$ cat src/include/uart_chan_pkg.sv
// Register map, field positions, reset values and bit timing for one serial channel.
package uart_chan_pkg;
    // Register addresses on the three-bit address bus.
    localparam logic [2:0] ADDR_DATA  = 3'h0;
    localparam logic [2:0] ADDR_MASK  = 3'h1;
    localparam logic [2:0] ADDR_CAUSE = 3'h2;
    localparam logic [2:0] ADDR_FMT   = 3'h3;
    localparam logic [2:0] ADDR_MODEM = 3'h4;
    localparam logic [2:0] ADDR_LINE  = 3'h5;

    // Field positions.
    localparam int MASK_RX    = 0;
    localparam int MASK_TX    = 1;
    localparam int MASK_LINE  = 2;
    localparam int MASK_MODEM = 3;
    localparam int FMT_STOP   = 2;
    localparam int FMT_PAR_EN = 3;
    localparam int FMT_EVEN   = 4;
    localparam int FMT_FORCE  = 5;
    localparam int FMT_BREAK  = 6;
    localparam int MDM_DTR    = 0;
    localparam int MDM_RTS    = 1;
    localparam int MDM_OUT1   = 2;
    localparam int MDM_OUT2   = 3;
    localparam int MDM_LOOP   = 4;

    // Writable bits and reset value of the control registers.
    localparam logic [7:0] MASK_WMASK  = 8'h0F;
    localparam logic [7:0] FMT_WMASK   = 8'h7F;
    localparam logic [7:0] MODEM_WMASK = 8'h1F;
    localparam logic [7:0] REG_RESET   = 8'h00;

    // Interrupt cause codes, highest priority first.
    localparam logic [3:0] CAUSE_LINE  = 4'h6;
    localparam logic [3:0] CAUSE_RX    = 4'h4;
    localparam logic [3:0] CAUSE_TX    = 4'h2;
    localparam logic [3:0] CAUSE_MODEM = 4'h0;
    localparam logic [3:0] CAUSE_NONE  = 4'h1;

    // Bit timing in 16x baud ticks.
    localparam logic [3:0] START_CHECK = 4'h7;
    localparam logic [3:0] BIT_LAST    = 4'hF;
    localparam logic [4:0] STOP_ONE    = 5'h0F;
    localparam logic [4:0] STOP_HALF3  = 5'h17;
    localparam logic [4:0] STOP_TWO    = 5'h1F;
    localparam logic [1:0] LEN_FIVE    = 2'h0;

    // Two-entry transmit buffer.
    localparam logic [1:0] BUF_FULL  = 2'h2;
    localparam logic [1:0] BUF_EMPTY = 2'h0;

    // Mask keeping only the bits of the selected character length.
    function automatic logic [7:0] len_mask(input logic [1:0] len);
        len_mask = 8'hFF >> (2'h3 - len);
    endfunction

    // Parity bit for a character under the current line format.
    function automatic logic parity_bit(input logic [7:0] data, input logic [7:0] fmt);
        if (fmt[FMT_FORCE])
            parity_bit = ~fmt[FMT_EVEN];
        else
            parity_bit = ~fmt[FMT_EVEN] ^ (^(data & len_mask(fmt[1:0])));
    endfunction
endpackage

$ cat src/include/byte_stream_if.sv
// Byte stream carrier with valid and ready between the channel and its buffer.
`timescale 1ns/100ps
interface byte_stream_if;
    logic [7:0] data;
    logic       valid;
    logic       ready;
    modport src (output data, output valid, input ready);
    modport snk (input data, input valid, output ready);
endinterface

$ cat src/byte_pair_buffer.sv
// Two-entry byte buffer with valid and ready on both sides.
`timescale 1ns/100ps
module byte_pair_buffer
    import uart_chan_pkg::*;
(
    input  wire logic   i_clk,
    input  wire logic   i_sys_rst,
    byte_stream_if.snk  in_s,
    byte_stream_if.src  out_s
);
    logic [7:0] slot [2];
    logic       wr_ptr;
    logic       rd_ptr;
    logic [1:0] count;
    logic       push;
    logic       pop;

    // Full refuses the writer, so no byte is ever overwritten.
    assign in_s.ready  = (count != BUF_FULL);
    assign out_s.valid = (count != BUF_EMPTY);
    assign out_s.data  = slot[rd_ptr];
    assign push        = in_s.valid & in_s.ready;
    assign pop         = out_s.valid & out_s.ready;

    // Each slot is a plain register written when the pointer selects it.
    for (genvar k = 0; k < 2; k++)
    begin : g_slot
        always_ff @(posedge i_clk)
        begin
            if (i_sys_rst)
                slot[k] <= REG_RESET;
            else if (push && wr_ptr == 1'(k))
                slot[k] <= in_s.data;
        end
    end

    // Pointers and fill level.
    always_ff @(posedge i_clk)
    begin
        if (i_sys_rst)
        begin
            wr_ptr <= 1'b0;
            rd_ptr <= 1'b0;
            count  <= BUF_EMPTY;
        end
        else
        begin
            wr_ptr <= wr_ptr ^ push;
            rd_ptr <= rd_ptr ^ pop;
            count  <= count + {1'b0, push} - {1'b0, pop};
        end
    end
endmodule

$ cat src/uart_channel.sv
// One asynchronous serial channel with its host register set.
`timescale 1ns/100ps
module uart_channel
    import uart_chan_pkg::*;
(
    input  wire logic       i_clk,
    input  wire logic       i_sys_rst,
    input  wire logic       i_baud_tick,
    input  wire logic       i_mode_68,
    input  wire logic       i_cs,
    input  wire logic       i_rd,
    input  wire logic       i_wr,
    input  wire logic [2:0] i_addr,
    input  wire logic [7:0] i_data,
    output logic      [7:0] o_data,
    output logic            o_data_oe,
    input  wire logic       i_rx,
    output logic            o_tx,
    input  wire logic       i_cts_n,
    input  wire logic       i_dsr_n,
    input  wire logic       i_ri_n,
    input  wire logic       i_cd_n,
    output logic            o_dtr_n,
    output logic            o_rts_n,
    output logic            o_int,
    output logic            o_int_oe,
    output logic            o_irq_n,
    output logic            o_irq_n_oe
);
    typedef enum logic [2:0] {RX_IDLE, RX_START, RX_DATA, RX_PAR, RX_STOP} rx_state_t;
    typedef enum logic [2:0] {TX_IDLE, TX_START, TX_DATA, TX_PAR, TX_STOP} tx_state_t;

    // Address decode shared by reads and writes.
    function automatic logic hit(input logic [2:0] addr, input logic [2:0] reg_addr);
        hit = (addr == reg_addr);
    endfunction

    logic [7:0] interrupt_mask;
    logic [7:0] line_format;
    logic [7:0] modem_outputs;
    logic [7:0] rx_holding;
    logic       rx_full;
    logic       overrun;
    logic       parity_err;
    logic       frame_err;
    logic       break_seen;
    logic       tx_int;
    logic       thr_empty_prev;
    logic [3:0] modem_prev;
    logic       modem_delta;
    logic       loop;
    logic       rd_data;
    logic       rd_cause;
    logic       rd_line;
    logic       wr_data;
    logic [3:0] cause;
    logic       thr_empty;
    logic       tx_idle_all;
    logic [3:0] modem_now;

    byte_stream_if tx_in ();
    byte_stream_if tx_out ();

    ////////////////////////////////////////////////////////////////////////////
    // Host access strobes.

    assign loop     = modem_outputs[MDM_LOOP];
    assign rd_data  = i_cs & i_rd & hit(i_addr, ADDR_DATA);
    assign rd_cause = i_cs & i_rd & hit(i_addr, ADDR_CAUSE);
    assign rd_line  = i_cs & i_rd & hit(i_addr, ADDR_LINE);
    assign wr_data  = i_cs & i_wr & hit(i_addr, ADDR_DATA);

    // Control registers; unused upper bits are never stored so they read zero.
    always_ff @(posedge i_clk)
    begin
        if (i_sys_rst)
        begin
            interrupt_mask <= REG_RESET;
            line_format    <= REG_RESET;
            modem_outputs  <= REG_RESET;
        end
        else if (i_cs && i_wr)
        begin
            if (hit(i_addr, ADDR_MASK))
                interrupt_mask <= i_data & MASK_WMASK;
            if (hit(i_addr, ADDR_FMT))
                line_format <= i_data & FMT_WMASK;
            if (hit(i_addr, ADDR_MODEM))
                modem_outputs <= i_data & MODEM_WMASK;
        end
    end

    ////////////////////////////////////////////////////////////////////////////
    // Transmit path: the buffer is the holding stage, refused writes are lost.

    assign tx_in.data  = i_data;
    assign tx_in.valid = wr_data;

    byte_pair_buffer u_tx_buf (
        .i_clk     (i_clk),
        .i_sys_rst (i_sys_rst),
        .in_s      (tx_in.snk),
        .out_s     (tx_out.src)
    );

    tx_state_t  tx_state;
    logic [4:0] tx_cnt;
    logic [2:0] tx_bits;
    logic [7:0] tx_shreg;
    logic       tx_par;
    logic       tx_bit;
    logic       tx_line;
    logic [4:0] stop_end;

    assign thr_empty    = ~tx_out.valid;
    assign tx_idle_all  = thr_empty & (tx_state == TX_IDLE);
    assign tx_out.ready = (tx_state == TX_IDLE);
    // One and a half stop bits only apply to five-bit characters.
    assign stop_end = !line_format[FMT_STOP] ? STOP_ONE :
                      (line_format[1:0] == LEN_FIVE) ? STOP_HALF3 : STOP_TWO;

    // Transmit shifter; a new byte is taken at once, bit timing follows the tick.
    always_ff @(posedge i_clk)
    begin
        if (i_sys_rst)
        begin
            tx_state <= TX_IDLE;
            tx_cnt   <= 5'h00;
            tx_bits  <= 3'h0;
            tx_shreg <= REG_RESET;
            tx_par   <= 1'b0;
        end
        else if (tx_state == TX_IDLE)
        begin
            if (tx_out.valid)
            begin
                tx_shreg <= tx_out.data;
                tx_par   <= parity_bit(tx_out.data, line_format);
                tx_state <= TX_START;
                tx_cnt   <= 5'h00;
            end
        end
        else if (i_baud_tick)
        begin
            tx_cnt <= tx_cnt + 5'h01;
            case (tx_state)
                TX_START:
                    if (tx_cnt[3:0] == BIT_LAST)
                    begin
                        tx_state <= TX_DATA;
                        tx_cnt   <= 5'h00;
                        tx_bits  <= 3'h0;
                    end
                TX_DATA:
                    if (tx_cnt[3:0] == BIT_LAST)
                    begin
                        tx_shreg <= tx_shreg >> 1;
                        tx_bits  <= tx_bits + 3'h1;
                        tx_cnt   <= 5'h00;
                        if (tx_bits == {1'b1, line_format[1:0]})
                            tx_state <= line_format[FMT_PAR_EN] ? TX_PAR : TX_STOP;
                    end
                TX_PAR:
                    if (tx_cnt[3:0] == BIT_LAST)
                    begin
                        tx_state <= TX_STOP;
                        tx_cnt   <= 5'h00;
                    end
                TX_STOP:
                    if (tx_cnt == stop_end)
                        tx_state <= TX_IDLE;
                default:
                    tx_state <= TX_IDLE;
            endcase
        end
    end

    // Serial level of the current bit, least significant data bit first.
    always_comb
    begin
        case (tx_state)
            TX_START: tx_bit = 1'b0;
            TX_DATA:  tx_bit = tx_shreg[0];
            TX_PAR:   tx_bit = tx_par;
            default:  tx_bit = 1'b1;
        endcase
    end

    assign tx_line = line_format[FMT_BREAK] ? 1'b0 : tx_bit;

    ////////////////////////////////////////////////////////////////////////////
    // Receive path.

    rx_state_t  rx_state;
    logic       rx_line;
    logic       rx_prev;
    logic [3:0] rx_cnt;
    logic [2:0] rx_bits;
    logic [7:0] rx_shreg;
    logic       rx_par;
    logic [7:0] rx_word;
    logic       rx_done;
    logic       rx_ferr;
    logic       rx_perr;
    logic       rx_brk;
    logic       rx_free;
    logic [7:0] rx_aligned;

    // In loop-back the receiver hears the transmitter instead of the pin.
    assign rx_line    = loop ? tx_line : i_rx;
    assign rx_aligned = rx_shreg >> (2'h3 - line_format[1:0]);

    // Receive sequencer, advanced only on 16x ticks.
    always_ff @(posedge i_clk)
    begin
        if (i_sys_rst)
        begin
            rx_state <= RX_IDLE;
            rx_prev  <= 1'b1;
            rx_cnt   <= 4'h0;
            rx_bits  <= 3'h0;
            rx_shreg <= REG_RESET;
            rx_par   <= 1'b0;
            rx_done  <= 1'b0;
            rx_word  <= REG_RESET;
            rx_ferr  <= 1'b0;
            rx_perr  <= 1'b0;
            rx_brk   <= 1'b0;
        end
        else
        begin
            rx_done <= 1'b0;
            if (i_baud_tick)
            begin
                rx_prev <= rx_line;
                rx_cnt  <= rx_cnt + 4'h1;
                case (rx_state)
                    RX_IDLE:
                        if (rx_prev && !rx_line)
                        begin
                            rx_state <= RX_START;
                            rx_cnt   <= 4'h0;
                        end
                    RX_START:
                        if (rx_cnt == START_CHECK)
                        begin
                            // A glitch shorter than half a bit is dropped here.
                            rx_state <= rx_line ? RX_IDLE : RX_DATA;
                            rx_cnt   <= 4'h0;
                            rx_bits  <= 3'h0;
                        end
                    RX_DATA:
                        if (rx_cnt == BIT_LAST)
                        begin
                            rx_shreg <= {rx_line, rx_shreg[7:1]};
                            rx_bits  <= rx_bits + 3'h1;
                            if (rx_bits == {1'b1, line_format[1:0]})
                                rx_state <= line_format[FMT_PAR_EN] ? RX_PAR : RX_STOP;
                        end
                    RX_PAR:
                        if (rx_cnt == BIT_LAST)
                        begin
                            rx_par   <= rx_line;
                            rx_state <= RX_STOP;
                        end
                    RX_STOP:
                        if (rx_cnt == BIT_LAST)
                        begin
                            rx_state <= RX_IDLE;
                            rx_done  <= 1'b1;
                            rx_word  <= rx_aligned;
                            rx_ferr  <= ~rx_line;
                            rx_perr  <= line_format[FMT_PAR_EN] &&
                                        (rx_par != parity_bit(rx_aligned, line_format));
                            rx_brk   <= (rx_aligned == REG_RESET) && !rx_line &&
                                        !(line_format[FMT_PAR_EN] && rx_par);
                        end
                    default:
                        rx_state <= RX_IDLE;
                endcase
            end
        end
    end

    // A read in the same cycle frees the holding register for the new byte.
    assign rx_free = ~rx_full | rd_data;

    // Receive holding register; an overrun never disturbs the held byte.
    always_ff @(posedge i_clk)
    begin
        if (i_sys_rst)
        begin
            rx_holding <= REG_RESET;
            rx_full    <= 1'b0;
        end
        else if (rx_done && rx_free)
        begin
            rx_holding <= rx_word;
            rx_full    <= 1'b1;
        end
        else if (rd_data)
            rx_full <= 1'b0;
    end

    ////////////////////////////////////////////////////////////////////////////
    // Interrupt sources and priority.

    logic clr_line;
    logic clr_tx;
    logic clr_modem;
    logic set_tx;

    assign clr_line  = rd_line | (rd_cause && cause == CAUSE_LINE);
    assign clr_tx    = (tx_in.valid & tx_in.ready) | (rd_cause && cause == CAUSE_TX);
    assign clr_modem = rd_cause && cause == CAUSE_MODEM;
    assign set_tx    = thr_empty & ~thr_empty_prev;

    // Sticky error flags; a new event wins over a clear in the same cycle.
    always_ff @(posedge i_clk)
    begin
        if (i_sys_rst)
        begin
            overrun    <= 1'b0;
            parity_err <= 1'b0;
            frame_err  <= 1'b0;
            break_seen <= 1'b0;
        end
        else
        begin
            overrun    <= (rx_done & ~rx_free) | (overrun & ~clr_line);
            parity_err <= (rx_done & rx_perr) | (parity_err & ~clr_line);
            frame_err  <= (rx_done & rx_ferr) | (frame_err & ~clr_line);
            break_seen <= (rx_done & rx_brk) | (break_seen & ~clr_line);
        end
    end

    // Modem inputs, replaced by the control bits in loop-back.
    assign modem_now = loop ? ~{modem_outputs[MDM_OUT2], modem_outputs[MDM_OUT1],
                                modem_outputs[MDM_DTR], modem_outputs[MDM_RTS]}
                            : {i_cd_n, i_ri_n, i_dsr_n, i_cts_n};

    // Transmit-empty and modem-change flags.
    always_ff @(posedge i_clk)
    begin
        if (i_sys_rst)
        begin
            tx_int         <= 1'b1;
            thr_empty_prev <= 1'b1;
            modem_prev     <= 4'hF;
            modem_delta    <= 1'b0;
        end
        else
        begin
            thr_empty_prev <= thr_empty;
            modem_prev     <= modem_now;
            tx_int         <= set_tx | (tx_int & ~clr_tx);
            modem_delta    <= (modem_now != modem_prev) | (modem_delta & ~clr_modem);
        end
    end

    // Priority encoder; only enabled sources take part.
    always_comb
    begin
        if (interrupt_mask[MASK_LINE] && (overrun | parity_err | frame_err | break_seen))
            cause = CAUSE_LINE;
        else if (interrupt_mask[MASK_RX] && rx_full)
            cause = CAUSE_RX;
        else if (interrupt_mask[MASK_TX] && tx_int)
            cause = CAUSE_TX;
        else if (interrupt_mask[MASK_MODEM] && modem_delta)
            cause = CAUSE_MODEM;
        else
            cause = CAUSE_NONE;
    end

    ////////////////////////////////////////////////////////////////////////////
    // Read data, pins and interrupt outputs from flip-flops, except o_irq_n, which is tied low.

    always_ff @(posedge i_clk)
    begin
        if (i_sys_rst)
        begin
            o_data     <= REG_RESET;
            o_data_oe  <= 1'b0;
            o_tx       <= 1'b1;
            o_dtr_n    <= 1'b1;
            o_rts_n    <= 1'b1;
            o_int      <= 1'b0;
            o_int_oe   <= 1'b0;
            o_irq_n_oe <= 1'b0;
        end
        else
        begin
            o_data_oe <= i_cs & i_rd;
            if (i_cs && i_rd)
            begin
                case (i_addr)
                    ADDR_DATA:  o_data <= rx_holding;
                    ADDR_MASK:  o_data <= interrupt_mask;
                    ADDR_CAUSE: o_data <= {4'h0, cause};
                    ADDR_FMT:   o_data <= line_format;
                    ADDR_MODEM: o_data <= modem_outputs;
                    ADDR_LINE:  o_data <= {1'b0, tx_idle_all, thr_empty, break_seen,
                                           frame_err, parity_err, overrun, rx_full};
                    default:    o_data <= REG_RESET;
                endcase
            end
            // The pins idle high while looped back.
            o_tx       <= loop | tx_line;
            o_dtr_n    <= loop | ~modem_outputs[MDM_DTR];
            o_rts_n    <= loop | ~modem_outputs[MDM_RTS];
            o_int      <= (cause != CAUSE_NONE);
            o_int_oe   <= ~i_mode_68 & modem_outputs[MDM_OUT2];
            o_irq_n_oe <= i_mode_68 & (cause != CAUSE_NONE);
        end
    end

    // The wired-OR request only ever pulls low.
    assign o_irq_n = 1'b0;
endmodule

$ cat config.mk
export PLATFORM = sky130hd
export DESIGN_NAME = uart_channel
export DESIGN_NICKNAME = d
export VERILOG_FILES = /design/src/include/uart_chan_pkg.sv /design/src/include/byte_stream_if.sv /design/src/byte_pair_buffer.sv /design/src/uart_channel.sv
export SDC_FILE = /design/constraint.sdc
export NUM_CORES = 1
export LEC_CHECK = 0
export BUFFER_PORTS_ARGS = -buffer_cell sky130_fd_sc_hd__buf_2
export CELL_PAD_IN_SITES_DETAIL_PLACEMENT = 1
export CELL_PAD_IN_SITES_GLOBAL_PLACEMENT = 1
export CORE_ASPECT_RATIO = 0.75
export CORE_UTILIZATION = 46
export DETAILED_ROUTE_END_ITERATION = 12
export GPL_TIMING_DRIVEN = 0
export PLACE_DENSITY = 0.84
export SLEW_MARGIN = 0
export SYNTH_ARGS = -nofsm -noshare
export SYNTH_HDL_FRONTEND = slang
export SYNTH_SLANG_ARGS = --single-unit
$ cat constraint.sdc
create_clock -name i_clk -period 3.3 [get_ports i_clk]
set_clock_uncertainty 0.15 [all_clocks]
set_input_delay 0.165 -clock i_clk [delete_from_list [all_inputs] [get_ports i_clk]]
set_output_delay 0.165 -clock i_clk [all_outputs]
set_load 0.01 [all_outputs]
==> reports/results.md, run 1 <==
### Run status
- complete, no violations — run status

### Min path
- in2reg — type of the worst min-delay path

### Detailed routing
- 6.08 — via count normalized by instance count
- 9230 µm — M1 wire length
- 1320 µm — Routed met3 length
- met4 — top layer used by detailed routing
- 0 — DRC violations left
- 0 — antenna-violating nets left
- 499 — DRC violation total after the first TritonRoute iteration
- 5 — first-pass iteration count of the detailed router
- 5,687 — Via Count
- 21,300 µm — sum of routed wire length over all layers
- 22.8 µm — average routed wire per standard cell
- 10,000 µm — routed wire length on met2

### Synthesis
- 16 — count of flip-flops with a built-in enable after synthesis
- sky130_fd_sc_hd__dfxtp_1 — Most used DFF post-synth
- 0.226 — area fraction in and, or, nand and nor cells after synthesis
- simple AND/OR/NAND/NOR gates — combinational family with the most area after synthesis
- 123 — register bit total from synthesis
- 8.64 µm² — Post-Synthesis Mean Instance Area
- 689 — cell count after synthesis
- 0 — post-synthesis async set-or-reset flop share
- 0.0891 — mux share of post-synthesis cell area
- 0.0376 — xor/xnor cell area share of the yosys netlist
- 0 — Synthesis Warnings
- sky130_fd_sc_hd__dfxtp_1 (36%), sky130_fd_sc_hd__edfxtp_1 (8.1%), sky130_fd_sc_hd__mux2i_1 (7.4%) — cell types occupying the most area after synthesis
- 723 — number of nets produced by synthesis
- 0.360 — fraction of synthesized cell area taken by the top area cell type
- 0.145 — Compound-Gate Fraction of Synth Area
- 5950 µm² — synthesized area
- sky130_fd_sc_hd__dfxtp_1 — largest area contributor in the netlist
- 0.0231 — Synth Area in Adders
- 0.441 — share of the yosys chip area belonging to registers
- 55 — Synth cell types

### Power and ir drop
- 0.00265 µW — cell leakage power
- 0.416 — Clk pwr share
- 635 nW/µm² — total power divided by cell area
- 0.378 — Flop pwr share
- 0.455 mV — Max rail drop VDD
- 1490 µW — switching power of the nets
- 0.206 — combinational share of power
- 0.333 — Sw Share
- 2980 µW — internal power summed over all cells

### Critical path
- 200 ps — flop2flop setup slack
- reg2reg — critical setup path kind
- 10 — top fanout value on the critical path
- sky130_fd_sc_hd__or4_1 — cell with the largest stage delay on the worst path
- 3250 ps — arrival time of data at the critical path endpoint
- 3450 ps — Data required, critical path
- register — CP Capture Type
- buf_6 > mux2i_1 > xnor3_1 > xnor2_1 > or4_1 > a21oi_1 > xor2_1 > o41ai_1 — cells along the critical path
- 590 ps — delay contributed by the slowest stage of the critical path
- register — type of origin of the critical path

### Clocking
- 2 — Clock Tree Buf Depth
- sky130_fd_sc_hd__clkbuf_16 — cell at the root of the clock tree
- 4 — level count of the clock H-tree
- 123 — Num Clock Sinks
- 17 — total CTS buffers
- 0 — number of setup buffers added after CTS
- yes — clock tree from TritonCTS
- 430 ps — source-to-sink clock delay at the later pin of the worst-skew pair
- 60 ps — CTS clk-pin slew, worst paths

### Floorplanning
- 13,400 µm² — floorplan die area
- 35 — number of standard-cell rows in the floorplan
- 101 µm — height of the chip
- 0.479 — initial standard-cell utilization of the core
- 12,400 µm² — core footprint
- 39 — number of top-level pins
- 133 µm — Die X-Extent

### STA
- 0.340 — headroom to the max-slew limit
- 0 — number of hold violations in the final report
- 322 MHz — achievable frequency
- 0 — Slew Limit Fails
- 0 — final setup violating endpoints
- 0 ps — setup TNS after final layout
- 986 ps — measured slew at the worst slew-check pin
- false — unrepaired setup endpoints after global routing
- 3100 ps — final critical delay including setup and external delays
- 0.940 — portion of the clock cycle consumed by the worst path in the final layout

### Final layout
- 18.2% — Layout Area Growth over Synthesis
- 0 — Inserted Diodes
- 0.113 — fraction of layout instances using a drive strength above 1
- 790 — layout net count
- 935 — post-layout instance count excluding filler cells

### GRT
- 5,860 — vias in the first global route
- 0 — initial antenna violation count
- 17 — largest net degree at the start of global routing
- 0.326 — GRT Total Usage
- 0 — global route total overflow
- 32,900 µm — first-pass GRT wire length

### Placed design
- 891 — Cell Count Post-Placement
- 13,500 µm — Detailed Place HPWL
- 36 — I/O Buffers
- 0.936 — weighted congestion reported at the end of routability-driven placement

### Job
- 0 — number of maximum-capacitance violations

Yosys cell counts (2+ instances only):
| cell type | n |
|---|---|
| sky130_fd_sc_hd__nor4b_1 | 2 |
| sky130_fd_sc_hd__buf_1 | 3 |
| sky130_fd_sc_hd__nor2_1 | 109 |
| sky130_fd_sc_hd__dfxtp_1 | 107 |
| sky130_fd_sc_hd__or3_1 | 3 |
| sky130_fd_sc_hd__a21oi_1 | 54 |
| sky130_fd_sc_hd__o221ai_1 | 4 |
| sky130_fd_sc_hd__nor3b_1 | 7 |
| sky130_fd_sc_hd__nand3_1 | 24 |
| sky130_fd_sc_hd__xnor2_1 | 15 |
| sky130_fd_sc_hd__nor3_1 | 10 |
| sky130_fd_sc_hd__a311oi_1 | 4 |
| sky130_fd_sc_hd__nand4b_1 | 2 |
| sky130_fd_sc_hd__o41ai_1 | 3 |
| sky130_fd_sc_hd__a22oi_1 | 12 |
| sky130_fd_sc_hd__nand2_1 | 56 |
| sky130_fd_sc_hd__xor2_1 | 8 |
| sky130_fd_sc_hd__nand4_1 | 7 |
| sky130_fd_sc_hd__mux2i_1 | 44 |
| sky130_fd_sc_hd__o21ai_0 | 22 |
| sky130_fd_sc_hd__o31ai_1 | 2 |
| sky130_fd_sc_hd__clkbuf_1 | 37 |
| sky130_fd_sc_hd__inv_1 | 16 |
| sky130_fd_sc_hd__o22ai_1 | 3 |
| sky130_fd_sc_hd__ha_1 | 11 |
| sky130_fd_sc_hd__nand3b_1 | 4 |
| sky130_fd_sc_hd__and2_1 | 22 |
| sky130_fd_sc_hd__nor4_1 | 4 |
| sky130_fd_sc_hd__edfxtp_1 | 16 |
| sky130_fd_sc_hd__a21o_1 | 3 |
| sky130_fd_sc_hd__nand2b_1 | 16 |
| sky130_fd_sc_hd__mux2_2 | 8 |
| sky130_fd_sc_hd__a2111oi_0 | 2 |
| sky130_fd_sc_hd__a211oi_1 | 13 |
| sky130_fd_sc_hd__or2_2 | 4 |
| sky130_fd_sc_hd__a31oi_1 | 6 |
| sky130_fd_sc_hd__nor2b_1 | 8 |
per-layer routing:
| metal | up-vias | global-route usage |
|---|---|---|
| met2 | 223 | 0.549 |
| met4 | 0 | 0.146 |
| met1 | 2829 | 0.416 |
| li1 | 2553 | - |
| met3 | 82 | 0.0523 |
| met5 | - | 0 |
state kept, by name (all words and copies together), names as in the netlist, 2 cells and up:
register        flops
interrupt_mask      4
line_format         7
modem_outputs       5
modem_prev          4
o_data              8
rx_bits             3
rx_cnt              4
rx_holding          8
rx_shreg            8
rx_state            3
rx_word             8
tx_bits             3
tx_cnt              5
tx_shreg            8
tx_state            3
u_tx_buf.count      2
u_tx_buf.slot      16
path summary, 6_finish.rpt:
kind	start	to	cells past startpoint
setup / recovery	u_tx_buf.rd_ptr	tx_par	8
hold / removal	i_addr[2]	o_data[7]	4
setup reg to reg	u_tx_buf.rd_ptr	tx_par	8
hold reg to reg	o_data[7]	o_data[7]	2
layout make-up:
cell class | instances | area [µm²]
timing repair buffer | 49 | 310
buffer | 41 | 168
fill | 1513 | 5400
inverter | 16 | 60.1
multi-input combinational | 508 | 3100
clock inverter | 15 | 143
clock buffer | 17 | 425
sequential | 123 | 2620
tap | 166 | 208
kinds of logic (layout without fill, tap and decap cells):
group	count (synthesis)	after routing
buf+inv	58	138
mux	52	52
xor+xnor	24	24
flops	123	123
compound gates	138	138
fa+ha+maj	11	11
other cells	1	1
simple gates	282	282
stage by stage:
stage	total power (µW)	util	setup WS, ps	cell area [µm²]	hold WS, ps
4_1_cts	4410	0.566	160	7040	30.9
2_1_floorplan	2300	-	665	5950	91.8
5_1_grt	4590	0.566	45.9	7040	66.6
6_report	4470	0.566	196	7040	60.0
3_3_place_gp	2500	0.510	103	6340	189
3_5_place_dp	2560	0.510	87.7	6340	194
what timing repair did:
| item | 4_1_cts | 5_1_grt |
|---|---|---|
| hold buffers | 13 | 0 |
| endpoints found under the hold margin | 33 | 0 |
| gates resized for setup | 1 | 1 |
| setup endpoints to repair | 1 | 2 |
power by group through the flow:
| stage | Sequential, µW | Clock, µW | Combinational (µW) |
|---|---|---|---|
| finish | 1690 | 1860 | 922 |
| global route | 1690 | 1900 | 994 |
| CTS | 1680 | 1830 | 891 |
| detailed placement | 1710 | 0 | 848 |
| global placement | 1700 | 0 | 801 |
| floorplan | 1700 | 0 | 604 |
worst max-delay path: cells and delay by family (launching register included):
kind	cells	cell delay, ps
AO/OA/AOI/OAI	2	620
AND/OR/NAND/NOR	1	590
multiplexers	1	310
XOR/XNOR	3	770
flip-flops	1	350
buffers and inverters	1	180
cells in the final DEF, fill, tap and decap left out, types with 8 or more instances in the layout:
master	count
sky130_fd_sc_hd__a211oi_1	13
sky130_fd_sc_hd__a21oi_1	54
sky130_fd_sc_hd__a22oi_1	12
sky130_fd_sc_hd__and2_1	22
sky130_fd_sc_hd__buf_2	36
sky130_fd_sc_hd__clkbuf_1	35
sky130_fd_sc_hd__clkbuf_16	17
sky130_fd_sc_hd__dfxtp_1	107
sky130_fd_sc_hd__dlygate4sd3_1	13
sky130_fd_sc_hd__edfxtp_1	16
sky130_fd_sc_hd__ha_1	11
sky130_fd_sc_hd__inv_1	16
sky130_fd_sc_hd__mux2_2	8
sky130_fd_sc_hd__mux2i_1	44
sky130_fd_sc_hd__nand2_1	56
sky130_fd_sc_hd__nand2b_1	16
sky130_fd_sc_hd__nand3_1	24
sky130_fd_sc_hd__nor2_1	109
sky130_fd_sc_hd__nor2b_1	8
sky130_fd_sc_hd__nor3_1	10
sky130_fd_sc_hd__o21ai_0	22
sky130_fd_sc_hd__xnor2_1	15
sky130_fd_sc_hd__xor2_1	8
Note: power is estimated with default switching activity, not from simulation.
==> run 2, diff against run 1 <==
--- a/config.mk
+++ b/config.mk
@@ -11,8 +11,9 @@
 export CORE_ASPECT_RATIO = 0.75
 export CORE_UTILIZATION = 46
 export DETAILED_ROUTE_END_ITERATION = 12
-export GPL_TIMING_DRIVEN = 0
+export GPL_TIMING_DRIVEN = 1
 export PLACE_DENSITY = 0.84
+export RECOVER_POWER = 100
 export SLEW_MARGIN = 0
 export SYNTH_ARGS = -nofsm -noshare
 export SYNTH_HDL_FRONTEND = slang
==> run 2 against run 1 <==
Effect of this change:
- the run now ends with max-capacitance violations, max-slew violations left
- routed wire length down 11%
- clock power up 6%
- utilization down 0.68 points
- first-iteration DRC count down 33%
- cell area down 1.2%
- clock-buffer cell count up 5
- largest cell class unchanged
==> reports/results.md, run 2 (synthesis gave the netlist of run 1 again) <==
### Critical path
- 6 — top fanout value on the critical path, -4
- 150 ps — flop2flop setup slack, -50 ps
- sky130_fd_sc_hd__mux2i_1 — cell with the largest stage delay on the worst path
- 3260 ps — arrival time of data at the critical path endpoint, about the same
- 8 — number of cells on the worst reg-to-reg path, unchanged
- compound AO/OA/AOI/OAI gates — category of cells accounting for the largest share of critical-path delay
- 3410 ps — Data required, critical path, -40 ps
- u_tx_buf.rd_ptr — launch point of the worst reg-to-reg path
- tx_par — endpoint of the worst register-to-register path
- 530 ps — delay contributed by the slowest stage of the critical path, -60 ps
- 1 — Buffers & Inverters on Critical Path, unchanged
- register — CP Capture Type
- reg2reg — critical setup path kind
- register — type of origin of the critical path
- sky130_fd_sc_hd__a21oi_1 — most frequent CP cell
- buf_4 > mux2i_1 > xnor2_1 > a21oi_1 > or4_1 > a21oi_1 > xor2_1 > o41ai_1 — cells along the critical path

### Clocking
- 123 — Num Clock Sinks, unchanged
- 2 — Clock Tree Buf Depth, unchanged
- 17 — total CTS buffers, unchanged
- 4 — level count of the clock H-tree, unchanged
- sky130_fd_sc_hd__clkbuf_16 — cell at the root of the clock tree
- 420 ps — source-to-sink clock delay at the later pin of the worst-skew pair, about the same
- 0 — Post-CTS Resized, -1
- yes — clock tree from TritonCTS
- 60 ps — CTS clk-pin slew, worst paths, about the same
- 0 — number of setup buffers added after CTS, unchanged

### STA
- 0.956 — portion of the clock cycle consumed by the worst path in the final layout, +0.0155
- 0 ps — setup TNS after final layout, unchanged
- -0.232 — headroom to the max-slew limit, -0.572
- 91 — Slew Limit Fails, +91
- 1850 ps — measured slew at the worst slew-check pin, +862 ps
- 0 — number of hold violations in the final report, unchanged
- false — unrepaired setup endpoints after global routing
- 317 MHz — achievable frequency, -1.6%
- 3150 ps — final critical delay including setup and external delays, +51.0 ps
- 0 — final setup violating endpoints, unchanged

### Floorplanning
- 133 µm — Die X-Extent, unchanged
- 35 — number of standard-cell rows in the floorplan, unchanged
- 0.479 — initial standard-cell utilization of the core, unchanged
- 101 µm — height of the chip, unchanged
- 39 — number of top-level pins, unchanged
- 13,400 µm² — floorplan die area, unchanged
- 12,400 µm² — core footprint, unchanged

### Run status
- finished, violations left — run status
- max-capacitance violations, max-slew violations — violated checks

### GRT
- 0 — initial antenna violation count, unchanged
- 0 — global route total overflow, unchanged
- 0.298 — GRT Total Usage, -0.0284
- 30,300 µm — first-pass GRT wire length, -7.6%
- 5,696 — vias in the first global route, -2.8%
- 91 — largest net degree at the start of global routing, +74

### Job
- 1 — number of maximum-capacitance violations, +1

### Final layout
- u_tx_buf.slot — register ranked first by flip-flop count
- 758 — layout net count, -4.1%
- 0 — Inserted Diodes, unchanged
- sky130_fd_sc_hd__nor2_1 (109), sky130_fd_sc_hd__dfxtp_1 (107), sky130_fd_sc_hd__nand2_1 (56) — most frequent cells in the layout
- 0.0897 — fraction of layout instances using a drive strength above 1, -0.0235
- 16 — flip-flop count of the largest register, all copies and words added, unchanged
- 16.8% — Layout Area Growth over Synthesis
- sky130_fd_sc_hd__nor2_1 — commonest non-fill, non-tap cell in the layout
- 1,479 — Filler Cell Count, -2.2%

### Min path
- 3 — cell count of the worst hold path, -1
- i_baud_tick — launch instance of the worst min-delay path
- in2reg — type of the worst min-delay path
- rx_cnt[0] — Hold Path Sink

### Detailed routing
- 0 — antenna-violating nets left, unchanged
- 0 — DRC violations left, unchanged
- 4 — first-pass iteration count of the detailed router, -1
- 5.90 — via count normalized by instance count, -3.0%
- 336 — DRC violation total after the first TritonRoute iteration, -33%
- 21.1 µm — average routed wire per standard cell, -7.7%
- 5,320 — Via Count, -6.5%
- 19,000 µm — sum of routed wire length over all layers, -11%

### Placed design
- 37 — I/O Buffers, +2.8%
- 12,000 µm — Detailed Place HPWL, -11%
- 0.937 — weighted congestion reported at the end of routability-driven placement, +0.13%

### Power and ir drop
- 653 nW/µm² — total power divided by cell area, +2.9%
- 4540 µW — power after layout, +1.7%
- 0.00258 µW — cell leakage power, -2.9%
- 0.399 mV — Max rail drop VDD, -12%

==> run 2: worst max path at each step <==
stage	cells after the start	to	startpoint	slack [ps]
2_1_floorplan	10	rx_perr	line_format[1]	670
6_report	8	tx_par	u_tx_buf.rd_ptr	150
4_1_cts	8	tx_par	u_tx_buf.rd_ptr	140
5_1_grt	8	tx_par	u_tx_buf.rd_ptr	20
3_3_place_gp	7	tx_par	u_tx_buf.rd_ptr	720
3_5_place_dp	7	tx_par	u_tx_buf.rd_ptr	410
==> run 2: routing by layer <==
metal | GRT usage | up-vias | part of all wire
met1 | 0.356 | 2611 | 0.43
met4 | 0.154 | 0 | 0.033
met5 | 0 | - | 0
met2 | 0.496 | 171 | 0.48
met3 | 0.0799 | 46 | 0.064
li1 | - | 2492 | -
==> run 2: what timing repair did <==
action	4_1_cts	5_1_grt
hold endpoints to repair	32	0
hold buffers	14	0
endpoints found under the setup margin	0	0
==> run 2: worst reg2reg max path: cells and delay by family (launching register included) <==
family / cells / cell delay (ps)
AO/OA/AOI/OAI: 3 / 730
multiplexers: 1 / 530
AND/OR/NAND/NOR: 1 / 520
flip-flops: 1 / 510
XOR/XNOR: 2 / 310
buffers and inverters: 1 / 230
==> run 2: layout make-up <==
cell class / count / area, µm² / share of cell area
Multi-Input combinational cell: 508 / 3100 / 0.445
Sequential cell: 123 / 2620 / 0.377
Clock buffer: 22 / 518 / 0.0745
Timing Repair Buffer: 58 / 343 / 0.0493
Tap cell: 166 / 208 / 0.0299
Clock inverter: 9 / 105 / 0.0151
Inverter: 16 / 60.1 / 0.00864
==> run 2: through the flow <==
stage	setup slack, ps	cell area, µm²	hold WS (ps)	util	std cells
floorplan	665	5950	91.8	-	689
global placement	724	6230	189	0.501	857
detailed placement	405	6230	194	0.501	857
CTS	136	6990	35.8	0.562	902
global route	23.4	6950	61.8	0.559	902
finish	145	6950	49.2	0.559	902
==> run 2: report_power, final <==
part,internal [µW],total [µW],switching (µW),leakage (µW)
clock network,1260,1980,718,0.000308
registers,1620,1740,123,0.00103
logic,294,816,522,0.00123
total,3180,4540,1360,0.00258
==> run 3, diff against run 2 <==
--- a/config.mk
+++ b/config.mk
@@ -9,10 +9,10 @@
 export CELL_PAD_IN_SITES_DETAIL_PLACEMENT = 1
 export CELL_PAD_IN_SITES_GLOBAL_PLACEMENT = 1
 export CORE_ASPECT_RATIO = 0.75
-export CORE_UTILIZATION = 46
+export CORE_UTILIZATION = 50
 export DETAILED_ROUTE_END_ITERATION = 12
 export GPL_TIMING_DRIVEN = 1
-export PLACE_DENSITY = 0.84
+export PLACE_DENSITY = 0.9
 export RECOVER_POWER = 100
 export SLEW_MARGIN = 0
 export SYNTH_ARGS = -nofsm -noshare
==> constraint.sdc (replaced) <==
create_clock -name i_clk -period 4 [get_ports i_clk]
set_clock_uncertainty 0.15 [all_clocks]
set_input_delay 0.2 -clock i_clk [delete_from_list [all_inputs] [get_ports i_clk]]
set_output_delay 0.2 -clock i_clk [all_outputs]
set_load 0.01 [all_outputs]
==> run 3 against run 2 <==
Effect of this change:
- the run still ends with max-capacitance violations, max-slew violations left
- first-iteration DRC count increased by 77%
- setup slack improved by 670 ps
- critical path depth decreased by 2
- register-to-register slack improved by 670 ps
- clock-buffer cell count increased by 1
- sequential power decreased by 17%
- critical endpoint is now tx_state[2]
- largest power group unchanged
==> reports/results.md, run 3 (synthesis gave the netlist of run 1 again) <==
### Run status
- finished, violations left — run status
- max-capacitance violations, max-slew violations — violated checks

### Power and ir drop
- 553 nW/µm² — total power divided by cell area, -15%
- 0.369 mV — Max rail drop VDD, -7.6%
- 2660 µW — internal power summed over all cells, -16%
- 0.305 — Sw Share, +0.00474
- 0.379 — Flop pwr share, -0.005
- 0.445 — Clk pwr share, +0.009
- 1170 µW — switching power of the nets, -14%
- 3820 µW — power after layout, -16%
- 0.176 — combinational share of power, -0.004
- 0.00256 µW — cell leakage power, -0.54%

### Floorplanning
- 11,600 µm² — core footprint, -6.6%
- 0.512 — initial standard-cell utilization of the core, +0.0339
- 96.5 µm — height of the chip, -4.0%
- 39 — number of top-level pins, unchanged
- 12,300 µm² — floorplan die area, -7.9%
- 128 µm — Die X-Extent, -4.0%
- 34 — number of standard-cell rows in the floorplan, -2.9%

### GRT
- 0 — global route total overflow, unchanged
- 31,800 µm — first-pass GRT wire length, +4.9%
- 5,764 — vias in the first global route, +1.2%
- 0 — initial antenna violation count, unchanged
- 89 — largest net degree at the start of global routing, -2.2%
- 0.354 — GRT Total Usage, +0.0555

### Placed design
- 0.911 — weighted congestion reported at the end of routability-driven placement, -2.8%
- 37 — I/O Buffers, unchanged
- 1010 ps — pre-CTS worst setup slack, +603 ps
- 12,300 µm — Detailed Place HPWL, +2.5%

### Final layout
- 16.2% — Layout Area Growth over Synthesis
- 0 — Inserted Diodes, unchanged
- 0.0889 — fraction of layout instances using a drive strength above 1, -0.000755
- 752 — layout net count, -0.79%
- sky130_fd_sc_hd__nor2_1 (109), sky130_fd_sc_hd__dfxtp_1 (107), sky130_fd_sc_hd__nand2_1 (56) — most frequent cells in the layout
- 0.596 — core utilization of the finished layout, +0.0367
- 16 — flip-flop count of the largest register, all copies and words added, unchanged
- u_tx_buf.slot — register ranked first by flip-flop count
- sky130_fd_sc_hd__nor2_1 — commonest non-fill, non-tap cell in the layout

### STA
- 21.6 ps — hold slack final, -27.5 ps
- 0 — final setup violating endpoints, unchanged
- 0 — number of hold violations in the final report, unchanged
- 0 ps — setup TNS after final layout, unchanged
- false — unrepaired setup endpoints after global routing
- 820 ps — worst setup slack after layout, +674 ps
- -0.199 — headroom to the max-slew limit, +0.0330
- 89 — Slew Limit Fails, -2.2%
- 0.795 — portion of the clock cycle consumed by the worst path in the final layout, -0.161
- 1800 ps — measured slew at the worst slew-check pin, -49.5 ps
- 3180 ps — final critical delay including setup and external delays, +25.7 ps
- 314 MHz — achievable frequency, -0.81%

### Detailed routing
- 23.8 µm — average routed wire per standard cell, +13%
- 0 — DRC violations left, unchanged
- 1260 µm — Routed met3 length, +4.4%
- 21,300 µm — sum of routed wire length over all layers, +12%
- 5,615 — Via Count, +5.5%
- 8490 µm — M1 wire length, +4.8%
- 0 — antenna-violating nets left, unchanged
- 6.29 — via count normalized by instance count, +6.6%
- met4 — top layer used by detailed routing
- 595 — DRC violation total after the first TritonRoute iteration, +77%
- 7 — first-pass iteration count of the detailed router, +3
- 10,500 µm — routed wire length on met2, +15%

### Clocking
- sky130_fd_sc_hd__clkbuf_16 — cell at the root of the clock tree
- 0 — Post-CTS Resized, unchanged
- 4 — level count of the clock H-tree, unchanged
- 2 — Clock Tree Buf Depth, unchanged
- yes — clock tree from TritonCTS
- 60 ps — CTS clk-pin slew, worst paths, about the same
- 17 — total CTS buffers, unchanged
- 123 — Num Clock Sinks, unchanged
- 11 — hold bufs inserted after CTS, -3
- 0 — number of setup buffers added after CTS, unchanged
- 440 ps — source-to-sink clock delay at the later pin of the worst-skew pair, +20 ps

### Critical path
- register — type of origin of the critical path
- register — CP Capture Type
- sky130_fd_sc_hd__clkbuf_1 — cell with the largest stage delay on the worst path
- compound AO/OA/AOI/OAI gates — category of cells accounting for the largest share of critical-path delay
- 1 — Buffers & Inverters on Critical Path, unchanged
- 640 ps — delay contributed by the slowest stage of the critical path, +110 ps
- 18 — top fanout value on the critical path, +12
- 6 — number of cells on the worst reg-to-reg path, -2
- 4140 ps — Data required, critical path, +730 ps
- reg2reg — critical setup path kind
- 6 — Crit. path cell count, -2
- 3320 ps — arrival time of data at the critical path endpoint, +60 ps
- nor3_1 > clkbuf_1 > o21ai_0 > nor2_1 > a31oi_1 > a311oi_1 — cells along the critical path

### Job
- 1 — number of maximum-capacitance violations, unchanged

### Min path
- in2reg — type of the worst min-delay path
- 2 — cell count of the worst hold path, -1

[run 3: changes by cell type in the layout (fill, tap and decap cells not counted), sizes merged]
cell,before,now
buf,23,21
bufinv,2,3
clkinv,5,4
dlygate4sd3,14,11
[run 3: final cells by class]
class	instances	area (µm²)
Clock buffer	23	509
Clock inverter	9	131
Fill cell	1373	4700
Inverter	16	60.1
Multi-Input combinational cell	508	3100
Sequential cell	123	2620
Tap cell	162	203
Timing Repair Buffer	52	297
[run 3: through the flow]
step | instance area, µm² | cells
CTS | 6950 | 893
detailed placement | 6200 | 850
global route | 6920 | 893
finish | 6920 | 893
floorplan | 5950 | 689
global placement | 6200 | 850
[run 3: worst paths after layout]
path / from / endpoint / slack, ps
setup / recovery: tx_state[1] / tx_state[2] / 820
setup reg to reg: tx_state[1] / tx_state[2] / 820
hold / removal: i_data[3] / u_tx_buf.slot[0][3] / 20
hold reg to reg: modem_outputs[1] / o_rts_n / 320
[run 3: worst register-to-register path: cells and delay by family, from the launching register on]
family	cells	cell delay (ps)
AO/OA/AOI/OAI	3	950
AND/OR/NAND/NOR	2	810
buffers and inverters	1	640
flip-flops	1	490
[run 3: layer usage]
metal  global-route usage  vias to the layer above
met4                0.220                        0
met2                0.613                      268
met1                0.404                     2771
met5                    0                        -
li1                     -                     2479
met3               0.0782                       97
[run 3: power groups by stage]
stage / clock network, µW / logic, µW / registers (µW)
finish: 1700 / 672 / 1450
global placement: 0 / 574 / 1450
global route: 1750 / 715 / 1460
floorplan: 0 / 498 / 1400
detailed placement: 0 / 629 / 1460
CTS: 1700 / 668 / 1440
